--- config.mk ---
export PLATFORM = sky130hd
export DESIGN_NAME = acc_top
export DESIGN_NICKNAME = d
export VERILOG_FILES = /design/src/acc_pkg.sv /design/src/acc_ctl_if.sv /design/src/acc_prescaler.sv /design/src/acc_sync.sv /design/src/acc_top.sv
export SDC_FILE = /design/constraint.sdc
export NUM_CORES = 1
export LEC_CHECK = 0
export BUFFER_PORTS_ARGS = -buffer_cell sky130_fd_sc_hd__buf_2
export CORE_ASPECT_RATIO = 0.5
export CORE_MARGIN = 3
export CORE_UTILIZATION = 50
export CTS_BUF_LIST = sky130_fd_sc_hd__clkbuf_2 sky130_fd_sc_hd__clkbuf_4 sky130_fd_sc_hd__clkbuf_8
export CTS_CLUSTER_SIZE = 28
export DETAILED_ROUTE_END_ITERATION = 10
export MAX_ROUTING_LAYER = met4
export PLACE_DENSITY = 0.74
export SLEW_MARGIN = 20
export SYNTH_ARGS = -nofsm -noshare
export SYNTH_HDL_FRONTEND = slang
export SYNTH_SLANG_ARGS = --single-unit
--- constraint.sdc ---
create_clock -name sys_clk -period 8.41 [get_ports sys_clk]
set_clock_uncertainty 0.2 [all_clocks]
set_input_delay 1.2615 -clock sys_clk [delete_from_list [all_inputs] [get_ports sys_clk]]
set_output_delay 1.2615 -clock sys_clk [all_outputs]
set_load 0.01 [all_outputs]
--- src/acc_pkg.sv ---
package acc_pkg;

  // Register indices; byte address on the bus is four times the index
  localparam logic [7:0] IDX_RESULT_LOW  = 8'h78;
  localparam logic [7:0] IDX_RESULT_HIGH = 8'h79;
  localparam logic [7:0] IDX_CTRL_STATUS = 8'h7a;
  localparam logic [7:0] IDX_TRIG_CTRL   = 8'h7b;
  localparam logic [7:0] IDX_INPUT_REF   = 8'h7c;

  // Field positions in input_reference_select
  localparam int REF_SEL_LSB    = 6;
  localparam int LEFT_ALIGN_BIT = 5;
  localparam int CHAN_SEL_LSB   = 0;

  // Field positions in converter_control_status
  localparam int ENABLE_BIT     = 7;
  localparam int START_BIT      = 6;
  localparam int AUTO_TRIG_BIT  = 5;
  localparam int DONE_FLAG_BIT  = 4;
  localparam int IRQ_EN_BIT     = 3;
  localparam int DIV_SEL_LSB    = 0;

  // Field position in trigger_control_register
  localparam int TRIG_SRC_LSB   = 0;

  // Values after reset
  localparam logic [7:0] INPUT_REF_RESET   = 8'h00;
  localparam logic [7:0] CTRL_STATUS_RESET = 8'h00;
  localparam logic [7:0] TRIG_CTRL_RESET   = 8'h00;

  // Conversion lengths in converter clock cycles
  localparam logic [4:0] FIRST_CONV_CYCLES  = 5'h19;
  localparam logic [4:0] NORMAL_CONV_CYCLES = 5'h0d;

  // Trigger source code for free-running operation
  localparam logic [2:0] TRIG_FREE_RUN = 3'h0;

  // Number of external trigger sources and result width
  localparam int TRIG_COUNT   = 7;
  localparam int RESULT_WIDTH = 10;

  typedef enum logic [0:0] {
    ACC_IDLE,
    ACC_CONV
  } acc_state_e;

endpackage

--- src/acc_ctl_if.sv ---
`timescale 1ns/100ps
interface acc_ctl_if #(
  parameter int SYNC_WIDTH = 17
);
  logic                  run;
  logic [2:0]            divSel;
  logic                  tick;
  logic [SYNC_WIDTH-1:0] rawIn;
  logic [SYNC_WIDTH-1:0] syncOut;

  modport pre  (input run, input divSel, output tick);
  modport sync (input rawIn, output syncOut);
  modport ctl  (output run, output divSel, output rawIn, input tick, input syncOut);
endinterface

--- src/acc_prescaler.sv ---
`timescale 1ns/100ps
module acc_prescaler (
  input  wire logic sys_clk,
  input  wire logic reset,
  acc_ctl_if.pre    ctl
);
  logic [6:0] count_reg;
  logic [6:0] count_next;
  logic       tick_reg;
  logic       tick_next;
  logic [6:0] limit;

  // Divide by 2 for codes 0 and 1, else by two to the code
  always_comb begin
    limit      = (ctl.divSel < 3'h2) ? 7'h01 : 7'((8'h01 << ctl.divSel) - 8'h01);
    count_next = 7'h00;
    tick_next  = 1'b0;
    if (ctl.run) begin
      if (count_reg >= limit) begin
        tick_next = 1'b1;
      end else begin
        count_next = count_reg + 7'h01;
      end
    end
  end

  // Held in reset between conversions, so no conversion starts on a partial period
  always_ff @(posedge sys_clk or posedge reset) begin
    if (reset) begin
      count_reg <= 7'h00;
      tick_reg  <= 1'b0;
    end else begin
      count_reg <= count_next;
      tick_reg  <= tick_next;
    end
  end

  assign ctl.tick = tick_reg;
endmodule

--- src/acc_sync.sv ---
`timescale 1ns/100ps
module acc_sync (
  input  wire logic sys_clk,
  input  wire logic reset,
  acc_ctl_if.sync   ctl
);
  logic [$bits(ctl.rawIn)-1:0] stage1_reg;
  logic [$bits(ctl.rawIn)-1:0] stage2_reg;

  // Two flops; only the second stage is read
  always_ff @(posedge sys_clk or posedge reset) begin
    if (reset) begin
      stage1_reg <= '0;
      stage2_reg <= '0;
    end else begin
      stage1_reg <= ctl.rawIn;
      stage2_reg <= stage1_reg;
    end
  end

  assign ctl.syncOut = stage2_reg;
endmodule

--- src/acc_top.sv ---
`timescale 1ns/100ps
// What this block does
// Two-bit reference field picks external pin, supply, 1.1V or 2.56V reference.
// Reference change during a conversion applies only after that conversion completes.
// Alignment bit selects left or right adjusted result, effective at once.
// Channel field change during a conversion applies only after it completes.
// Codes 0-7 single-ended inputs, 11110 bandgap, 11111 ground.
// Codes 01000-01111 differential pairs, gain 10x or 200x by code bit 1.
// Codes 10000-10111 negative input 1, 11000-11101 negative input 2, unity gain.
// Enable bit powers converter; clearing it aborts a running conversion.
// Start bit begins single conversion, or first of free-running conversions.
// First conversion after enabling lasts 25 converter clocks, later ones 13.
// Start bit reads one while converting; writing zero does nothing.
// Auto-trigger starts a conversion on each rising edge of selected trigger.
// Completion flag sets when conversion finishes and result is updated.
// Flag clears on interrupt vector acknowledge or a written one.
// Interrupt request while flag, interrupt enable and global enable are set.
// Software read-modify-write may clear a set flag and lose an interrupt.
// Divider field: codes 0,1 divide by 2, then 4 up to 128.
// After low byte read, result holds until high byte is read.
// Source code 0 is free-running; switching to it never triggers.
// All fields reset to zero: disabled, idle, no flag.
// Free-running restarts each completed conversion while enabled.
module acc_top #(
  parameter int ADDR_WIDTH = 12
) (
  input  wire logic                  sys_clk,
  input  wire logic                  reset,
  input  wire logic                  wb_cyc_i,
  input  wire logic                  wb_stb_i,
  input  wire logic                  wb_we_i,
  input  wire logic [ADDR_WIDTH-1:0] wb_adr_i,
  input  wire logic [3:0]            wb_sel_i,
  input  wire logic [31:0]           wb_dat_i,
  output logic      [31:0]           wb_dat_o,
  output logic                       wb_ack_o,
  input  wire logic [6:0]            triggerIn,
  input  wire logic [9:0]            resultIn,
  input  wire logic                  globalIrqEnable,
  input  wire logic                  irqVectorAck,
  output logic                       irqRequest,
  output logic      [1:0]            referenceSelect,
  output logic      [4:0]            channelGainSelect,
  output logic                       converterEnable,
  output logic                       conversionBusy
);
  localparam int RW = acc_pkg::RESULT_WIDTH;
  localparam int TW = acc_pkg::TRIG_COUNT;

  acc_ctl_if #(.SYNC_WIDTH(TW + RW)) ctlBus ();

  acc_prescaler uPrescaler (
    .sys_clk (sys_clk),
    .reset   (reset),
    .ctl     (ctlBus)
  );

  acc_sync uSync (
    .sys_clk (sys_clk),
    .reset   (reset),
    .ctl     (ctlBus)
  );

  acc_pkg::acc_state_e state_reg, state_next;
  logic [1:0]    refSel_reg, refSel_next;
  logic          leftAlign_reg, leftAlign_next;
  logic [4:0]    chanSel_reg, chanSel_next;
  logic          enable_reg, enable_next;
  logic          autoTrig_reg, autoTrig_next;
  logic          doneFlag_reg, doneFlag_next;
  logic          irqEn_reg, irqEn_next;
  logic [2:0]    divSel_reg, divSel_next;
  logic [2:0]    trigSrc_reg, trigSrc_next;
  logic          initPending_reg, initPending_next;
  logic [4:0]    tickCount_reg, tickCount_next;
  logic [1:0]    activeRef_reg, activeRef_next;
  logic [4:0]    activeChan_reg, activeChan_next;
  logic [RW-1:0] result_reg, result_next;
  logic          readLock_reg, readLock_next;
  logic          trigPrev_reg, trigPrev_next;
  logic          ack_reg, ack_next;
  logic [7:0]    datOut_reg, datOut_next;
  logic          irq_reg, irq_next;

  logic          access, wrByte, rdByte;
  logic [7:0]    wIdx, wData;
  logic          wrRef, wrCtl, wrTrig, rdLow, rdHigh;
  logic          trigSel, trigEdge, freeRun, startReq, doneSet, flagClear;
  logic [4:0]    convLen;
  logic [TW-1:0] trigSync;
  logic [RW-1:0] resultSync;
  logic [7:0]    lowByte, highByte, ctlByte;

  assign ctlBus.run    = (state_reg == acc_pkg::ACC_CONV); // Fresh divider phase per run
  assign ctlBus.divSel = divSel_reg;
  assign ctlBus.rawIn  = {triggerIn, resultIn};
  assign trigSync      = ctlBus.syncOut[RW +: TW];
  assign resultSync    = ctlBus.syncOut[RW-1:0];

  // Bus decode; a request is taken once, in the cycle before ack
  always_comb begin
    access = wb_cyc_i && wb_stb_i && !ack_reg;
    wrByte = access && wb_we_i && wb_sel_i[0];
    rdByte = access && !wb_we_i;
    wIdx   = wb_adr_i[9:2];
    wData  = wb_dat_i[7:0];
    wrRef  = wrByte && (wIdx == acc_pkg::IDX_INPUT_REF);
    wrCtl  = wrByte && (wIdx == acc_pkg::IDX_CTRL_STATUS);
    wrTrig = wrByte && (wIdx == acc_pkg::IDX_TRIG_CTRL);
    rdLow  = rdByte && (wIdx == acc_pkg::IDX_RESULT_LOW);
    rdHigh = rdByte && (wIdx == acc_pkg::IDX_RESULT_HIGH);
  end

  // Trigger selection; code 0 maps to a constant low so it never edges
  always_comb begin
    trigSel  = (trigSrc_reg == acc_pkg::TRIG_FREE_RUN) ? 1'b0 : trigSync[trigSrc_reg - 3'h1];
    trigEdge = autoTrig_reg && trigSel && !trigPrev_reg;
    freeRun  = autoTrig_reg && (trigSrc_reg == acc_pkg::TRIG_FREE_RUN);
    convLen  = initPending_reg ? acc_pkg::FIRST_CONV_CYCLES
                               : acc_pkg::NORMAL_CONV_CYCLES;
  end

  // Result presentation follows the live alignment bit
  always_comb begin
    if (leftAlign_reg) begin
      highByte = result_reg[9:2];
      lowByte  = {result_reg[1:0], 6'h00};
    end else begin
      highByte = {6'h00, result_reg[9:8]};
      lowByte  = result_reg[7:0];
    end
    ctlByte = {enable_reg, (state_reg == acc_pkg::ACC_CONV), autoTrig_reg, doneFlag_reg,
               irqEn_reg, divSel_reg};
  end

  // Software-owned fields
  always_comb begin
    refSel_next    = refSel_reg;
    leftAlign_next = leftAlign_reg;
    chanSel_next   = chanSel_reg;
    enable_next    = enable_reg;
    autoTrig_next  = autoTrig_reg;
    irqEn_next     = irqEn_reg;
    divSel_next    = divSel_reg;
    trigSrc_next   = trigSrc_reg;
    if (wrRef) begin
      refSel_next    = wData[acc_pkg::REF_SEL_LSB +: 2];
      leftAlign_next = wData[acc_pkg::LEFT_ALIGN_BIT];
      chanSel_next   = wData[acc_pkg::CHAN_SEL_LSB +: 5];
    end
    if (wrCtl) begin
      enable_next   = wData[acc_pkg::ENABLE_BIT];
      autoTrig_next = wData[acc_pkg::AUTO_TRIG_BIT];
      irqEn_next    = wData[acc_pkg::IRQ_EN_BIT];
      divSel_next   = wData[acc_pkg::DIV_SEL_LSB +: 3];
    end
    if (wrTrig) begin
      trigSrc_next = wData[acc_pkg::TRIG_SRC_LSB +: 3];
    end
  end

  // Conversion sequencer, counting prescaled converter clock ticks
  always_comb begin
    state_next       = state_reg;
    tickCount_next   = tickCount_reg;
    activeRef_next   = activeRef_reg;
    activeChan_next  = activeChan_reg;
    initPending_next = initPending_reg;
    doneSet          = 1'b0;
    startReq         = (wrCtl && wData[acc_pkg::START_BIT]) || trigEdge;
    if (!enable_next) begin
      state_next       = acc_pkg::ACC_IDLE;
      tickCount_next   = 5'h00;
      initPending_next = 1'b1;
      activeRef_next   = refSel_next;
      activeChan_next  = chanSel_next;
    end else begin
      case (state_reg)
        acc_pkg::ACC_IDLE: begin
          // Selections track software only while nothing converts
          activeRef_next  = refSel_next;
          activeChan_next = chanSel_next;
          if (startReq) begin
            state_next     = acc_pkg::ACC_CONV;
            tickCount_next = 5'h00;
          end
        end
        acc_pkg::ACC_CONV: begin
          if (ctlBus.tick) begin
            if (tickCount_reg == convLen - 5'h01) begin
              doneSet          = 1'b1;
              initPending_next = 1'b0;
              tickCount_next   = 5'h00;
              activeRef_next   = refSel_next;
              activeChan_next  = chanSel_next;
              if (!freeRun) begin
                state_next = acc_pkg::ACC_IDLE;
              end
            end else begin
              tickCount_next = tickCount_reg + 5'h01;
            end
          end
        end
        default: begin
          state_next = acc_pkg::ACC_IDLE;
        end
      endcase
    end
  end

  // Flag, result pairing, trigger history and bus answer
  always_comb begin
    flagClear     = irqVectorAck || (wrCtl && wData[acc_pkg::DONE_FLAG_BIT]);
    doneFlag_next = doneSet || (doneFlag_reg && !flagClear);
    result_next   = (doneSet && !readLock_reg) ? resultSync : result_reg;
    readLock_next = readLock_reg;
    if (rdLow) begin
      readLock_next = 1'b1;
    end
    if (rdHigh) begin
      readLock_next = 1'b0;
    end
    trigPrev_next = trigSel;
    irq_next      = doneFlag_next && irqEn_next && globalIrqEnable;
    ack_next      = wb_cyc_i && wb_stb_i && !ack_reg;
    datOut_next   = 8'h00;
    if (rdByte) begin
      case (wIdx)
        acc_pkg::IDX_RESULT_LOW:  datOut_next = lowByte;
        acc_pkg::IDX_RESULT_HIGH: datOut_next = highByte;
        acc_pkg::IDX_CTRL_STATUS: datOut_next = ctlByte;
        acc_pkg::IDX_TRIG_CTRL:   datOut_next = {5'h00, trigSrc_reg};
        acc_pkg::IDX_INPUT_REF:   datOut_next = {refSel_reg, leftAlign_reg, chanSel_reg};
        default:                  datOut_next = 8'h00;
      endcase
    end
  end

  // All state but initPending_reg resets to zero with the converter off
  always_ff @(posedge sys_clk or posedge reset) begin
    if (reset) begin
      state_reg       <= acc_pkg::ACC_IDLE;
      {refSel_reg, leftAlign_reg, chanSel_reg} <= acc_pkg::INPUT_REF_RESET;
      {enable_reg, autoTrig_reg, doneFlag_reg, irqEn_reg} <= 4'h0;
      divSel_reg      <= acc_pkg::CTRL_STATUS_RESET[2:0];
      trigSrc_reg     <= acc_pkg::TRIG_CTRL_RESET[2:0];
      initPending_reg <= 1'b1;
      tickCount_reg   <= 5'h00;
      activeRef_reg   <= 2'h0;
      activeChan_reg  <= 5'h00;
      result_reg      <= '0;
      readLock_reg    <= 1'b0;
      trigPrev_reg    <= 1'b0;
      ack_reg         <= 1'b0;
      datOut_reg      <= 8'h00;
      irq_reg         <= 1'b0;
    end else begin
      state_reg       <= state_next;
      refSel_reg      <= refSel_next;
      leftAlign_reg   <= leftAlign_next;
      chanSel_reg     <= chanSel_next;
      enable_reg      <= enable_next;
      autoTrig_reg    <= autoTrig_next;
      doneFlag_reg    <= doneFlag_next;
      irqEn_reg       <= irqEn_next;
      divSel_reg      <= divSel_next;
      trigSrc_reg     <= trigSrc_next;
      initPending_reg <= initPending_next;
      tickCount_reg   <= tickCount_next;
      activeRef_reg   <= activeRef_next;
      activeChan_reg  <= activeChan_next;
      result_reg      <= result_next;
      readLock_reg    <= readLock_next;
      trigPrev_reg    <= trigPrev_next;
      ack_reg         <= ack_next;
      datOut_reg      <= datOut_next;
      irq_reg         <= irq_next;
    end
  end

  // Outputs come straight from flops
  assign wb_dat_o          = {24'h000000, datOut_reg};
  assign wb_ack_o          = ack_reg;
  assign irqRequest        = irq_reg;
  assign referenceSelect   = activeRef_reg;
  assign channelGainSelect = activeChan_reg;
  assign converterEnable   = enable_reg;
  assign conversionBusy    = (state_reg == acc_pkg::ACC_CONV);
endmodule

==> results.ini <==
[yosys]
async_flop_share_pct=100
synth_edf_count=0
synthCells=335
ys_types=55
ys_seq_elements=96
synth_area_leaders=dfrtp_1, mux2_2, buf_4, ha_1, mux2_4
syn_avg_cell_area_um2=12.6
ys.flop_type=dfrtp_1
synth_top_area_cell=dfrtp_1
seq_area_frac_synth_pct=57.0
mappedNetlistArea_um2=4220
synth_top_area_share_pct=56.4
yosys_warnings=0

[pwr]
p_switching_uw=186
combPwrFrac_pct=4.6
clkPwrFrac_pct=34.4
vdd_ir_drop_max_v=0.000145
power_frac_seq_pct=61.1
sw_frac_of_total_pct=24.0
power.internal_uw=589
p_per_area_nw_per_um2=166
leakage_uw=0.00230

[floorplan]
dieArea_um2=9640
num_rows=22
io_pins=115
dieWidth_um=136
initial_utilization_pct=54.5
coreArea_um2=7730
die_h_um=70.9

[sta]
setup_tns_ns=0
slew_headroom_pct=50.5
fmax_mhz=291
rsz0062_at_grt=false
finalCritPeriodShare_pct=40.8
finalHoldViolations=0
report.final.slew_viol_count=0
setup_viol=0
fin_ws_ns=4.98
period_needed_ns=3.43
worstMarginPinSlew_ns=0.742

[grt]
grt_max_degree=61
grt_pass1_wl_um=13300
gr-total-overflow=0
antenna_found_initial=0
grt_pass1_vias=2752
track_usage_pct=18.1

[cts]
cts_root_buf=clkbuf_8
cts_hold_buf=0
post_cts_resized=0
cts.sinks=96
clkTransAtPathRegs_ns=0.09
cts_tree=built
postCtsSetupBuffers=0
insertion_delay_ns=0.37
clockBufferDepth=2
htree_num_levels=3
cts_made_buffers=9

[cells_and_area]
fill_cells=636
layout-drive-gt1-share_pct=30.8
area.sequential_um2=2400
multi_input_area_um2=1590
nNetsFinal=480
n_antenna_cell=0
area_growth_pct=10.8

[placed_design]
place_ws_ns=4.60
place_congestion=0.849
io_buffers=59
dp.final_hpwl_um=5800

[route]
wl_per_cell_um=15.3
drtIter0Drc=240
drt-total-wl_um=7770
route.detailed.drc=0
vias=2602
dr.pass1.iters=4
vias_per_cell=5.12
drtAntennaViolNets=0

[setup_path]
cp.required_ns=8.47
path_cells=buf_2 -> and4b_2 -> nand2_2 -> nor4b_4 -> and2_1 -> mux2_2 -> mux2_4
endpoint_kind=flip-flop
start_kind=primary input
crit_family=simple AND/OR/NAND/NOR gates
cp_max_fo=10
cp_slowest_stage_delay_ns=0.56
crit_arrival_ns=3.49
cpMaxStageDelayCell=nor4b_4
crit_buf_inv=1
critPathKind=in2reg

[run_status]
status=finished, final reports clean

[min_path]
hp-class=reg2reg

[run]
max-cap-violations=0

## cell usage after synthesis (4+ instances only)
cell type / count
nor3_1: 4
clkbuf_1: 5
a22o_1: 4
nand2_1: 17
dfrtp_1: 95
and3_1: 4
ha_1: 13
buf_4: 24
inv_1: 15
nand2b_1: 5
nor2_1: 18
a221oi_1: 7
nor4_1: 4
a21oi_1: 9
a21o_1: 4
mux2_4: 7
mux2i_1: 4
mux2_2: 27
o21ai_0: 10
nand3_1: 10
## final cells by class
cell class	instances	share of cell area, %
inverter	16	1.37
tap	108	2.89
multi-input combinational	212	34.1
sequential	96	51.5
clock inverter	7	1.02
timing repair buffer	60	6.48
clock buffer	9	2.65
## worst register-to-register path, delay by kind of cell, from the launching register on
family,cells,cell delay [ns]
buffers and inverters,1,0.07
flip-flops,1,0.45
multiplexers,1,0.34
adder cells (fa/ha/maj),1,0.33
AO/OA/AOI/OAI,5,1.32
## worst paths after layout
| check | cells after the start | slack (ns) | from | end |
|---|---|---|---|---|
| worst max-delay path | 7 | 4.98 | wb_adr_i[9] | channelGainSelect[4] |
| worst min-delay path | 0 | 0.15 | uSync.stage1_reg[11] | uSync.ctl.syncOut[11] |
| worst max register to register | 8 | 5.61 | trigSrc_reg[0] | tickCount_reg[3] |
| worst min register to register | 0 | 0.15 | uSync.stage1_reg[11] | uSync.ctl.syncOut[11] |
| max in group asynchronous | 3 | 6.15 | reset | uPrescaler.count_reg[6] |
| min in group asynchronous | 2 | 0.73 | reset | uSync.stage1_reg[10] |
## layout by cell type, fill, tap and decap left out, drive strengths merged, types with 10 or more instances in the layout
master	Yosys	routed
dfrtp	95	95
buf	29	60
mux2	34	34
conb	2	25
nand2	19	19
nor2	18	18
inv	16	16
ha	13	13
nand3	10	10
o21ai	10	10
## cell families (layout without fill, tap and decap cells)
kind of cell,Yosys count,in the layout,share of synthesized area (%)
adders and majority gates,13,13,3.86
buffers and inverters,50,92,7.24
other,2,25,0.178
DFF,96,96,57.0
muxes,40,40,11.7
AOI/OAI and AO/OA,46,46,7.45
and+or+nand+nor,83,83,11.5
xor gates and xnor gates,5,5,1.04
## metrics by stage
step | utilization, % | total power, µW | std cells | instance area, µm² | hold slack [ns]
final | 60.4 | 775 | 508 | 4670 | 0.153
after global routing | 60.4 | 811 | 508 | 4670 | 0.168
after CTS | 60.4 | 784 | 508 | 4670 | 0.155
after detailed placement | 58.2 | 519 | 492 | 4500 | 0.135
after global placement | 58.2 | 517 | 492 | 4500 | 0.134
after floorplan | - | 511 | 358 | 4300 | 0.131
## power groups by stage
stage	Combinational, µW	Clock [µW]	Sequential [µW]
global placement	34.3	0	482
global route	40.4	295	475
CTS	35.8	275	474
detailed placement	35.8	0	483
finish	35.3	266	474
floorplan	29.1	0	482
## metal layers
layer,track usage (%),routed length (µm)
met1,22.2,3410
met4,5.92,77
met3,4.47,387
met5,-,0
met2,29.7,3890
No activity file was read; power rests on OpenSTA's default activity.
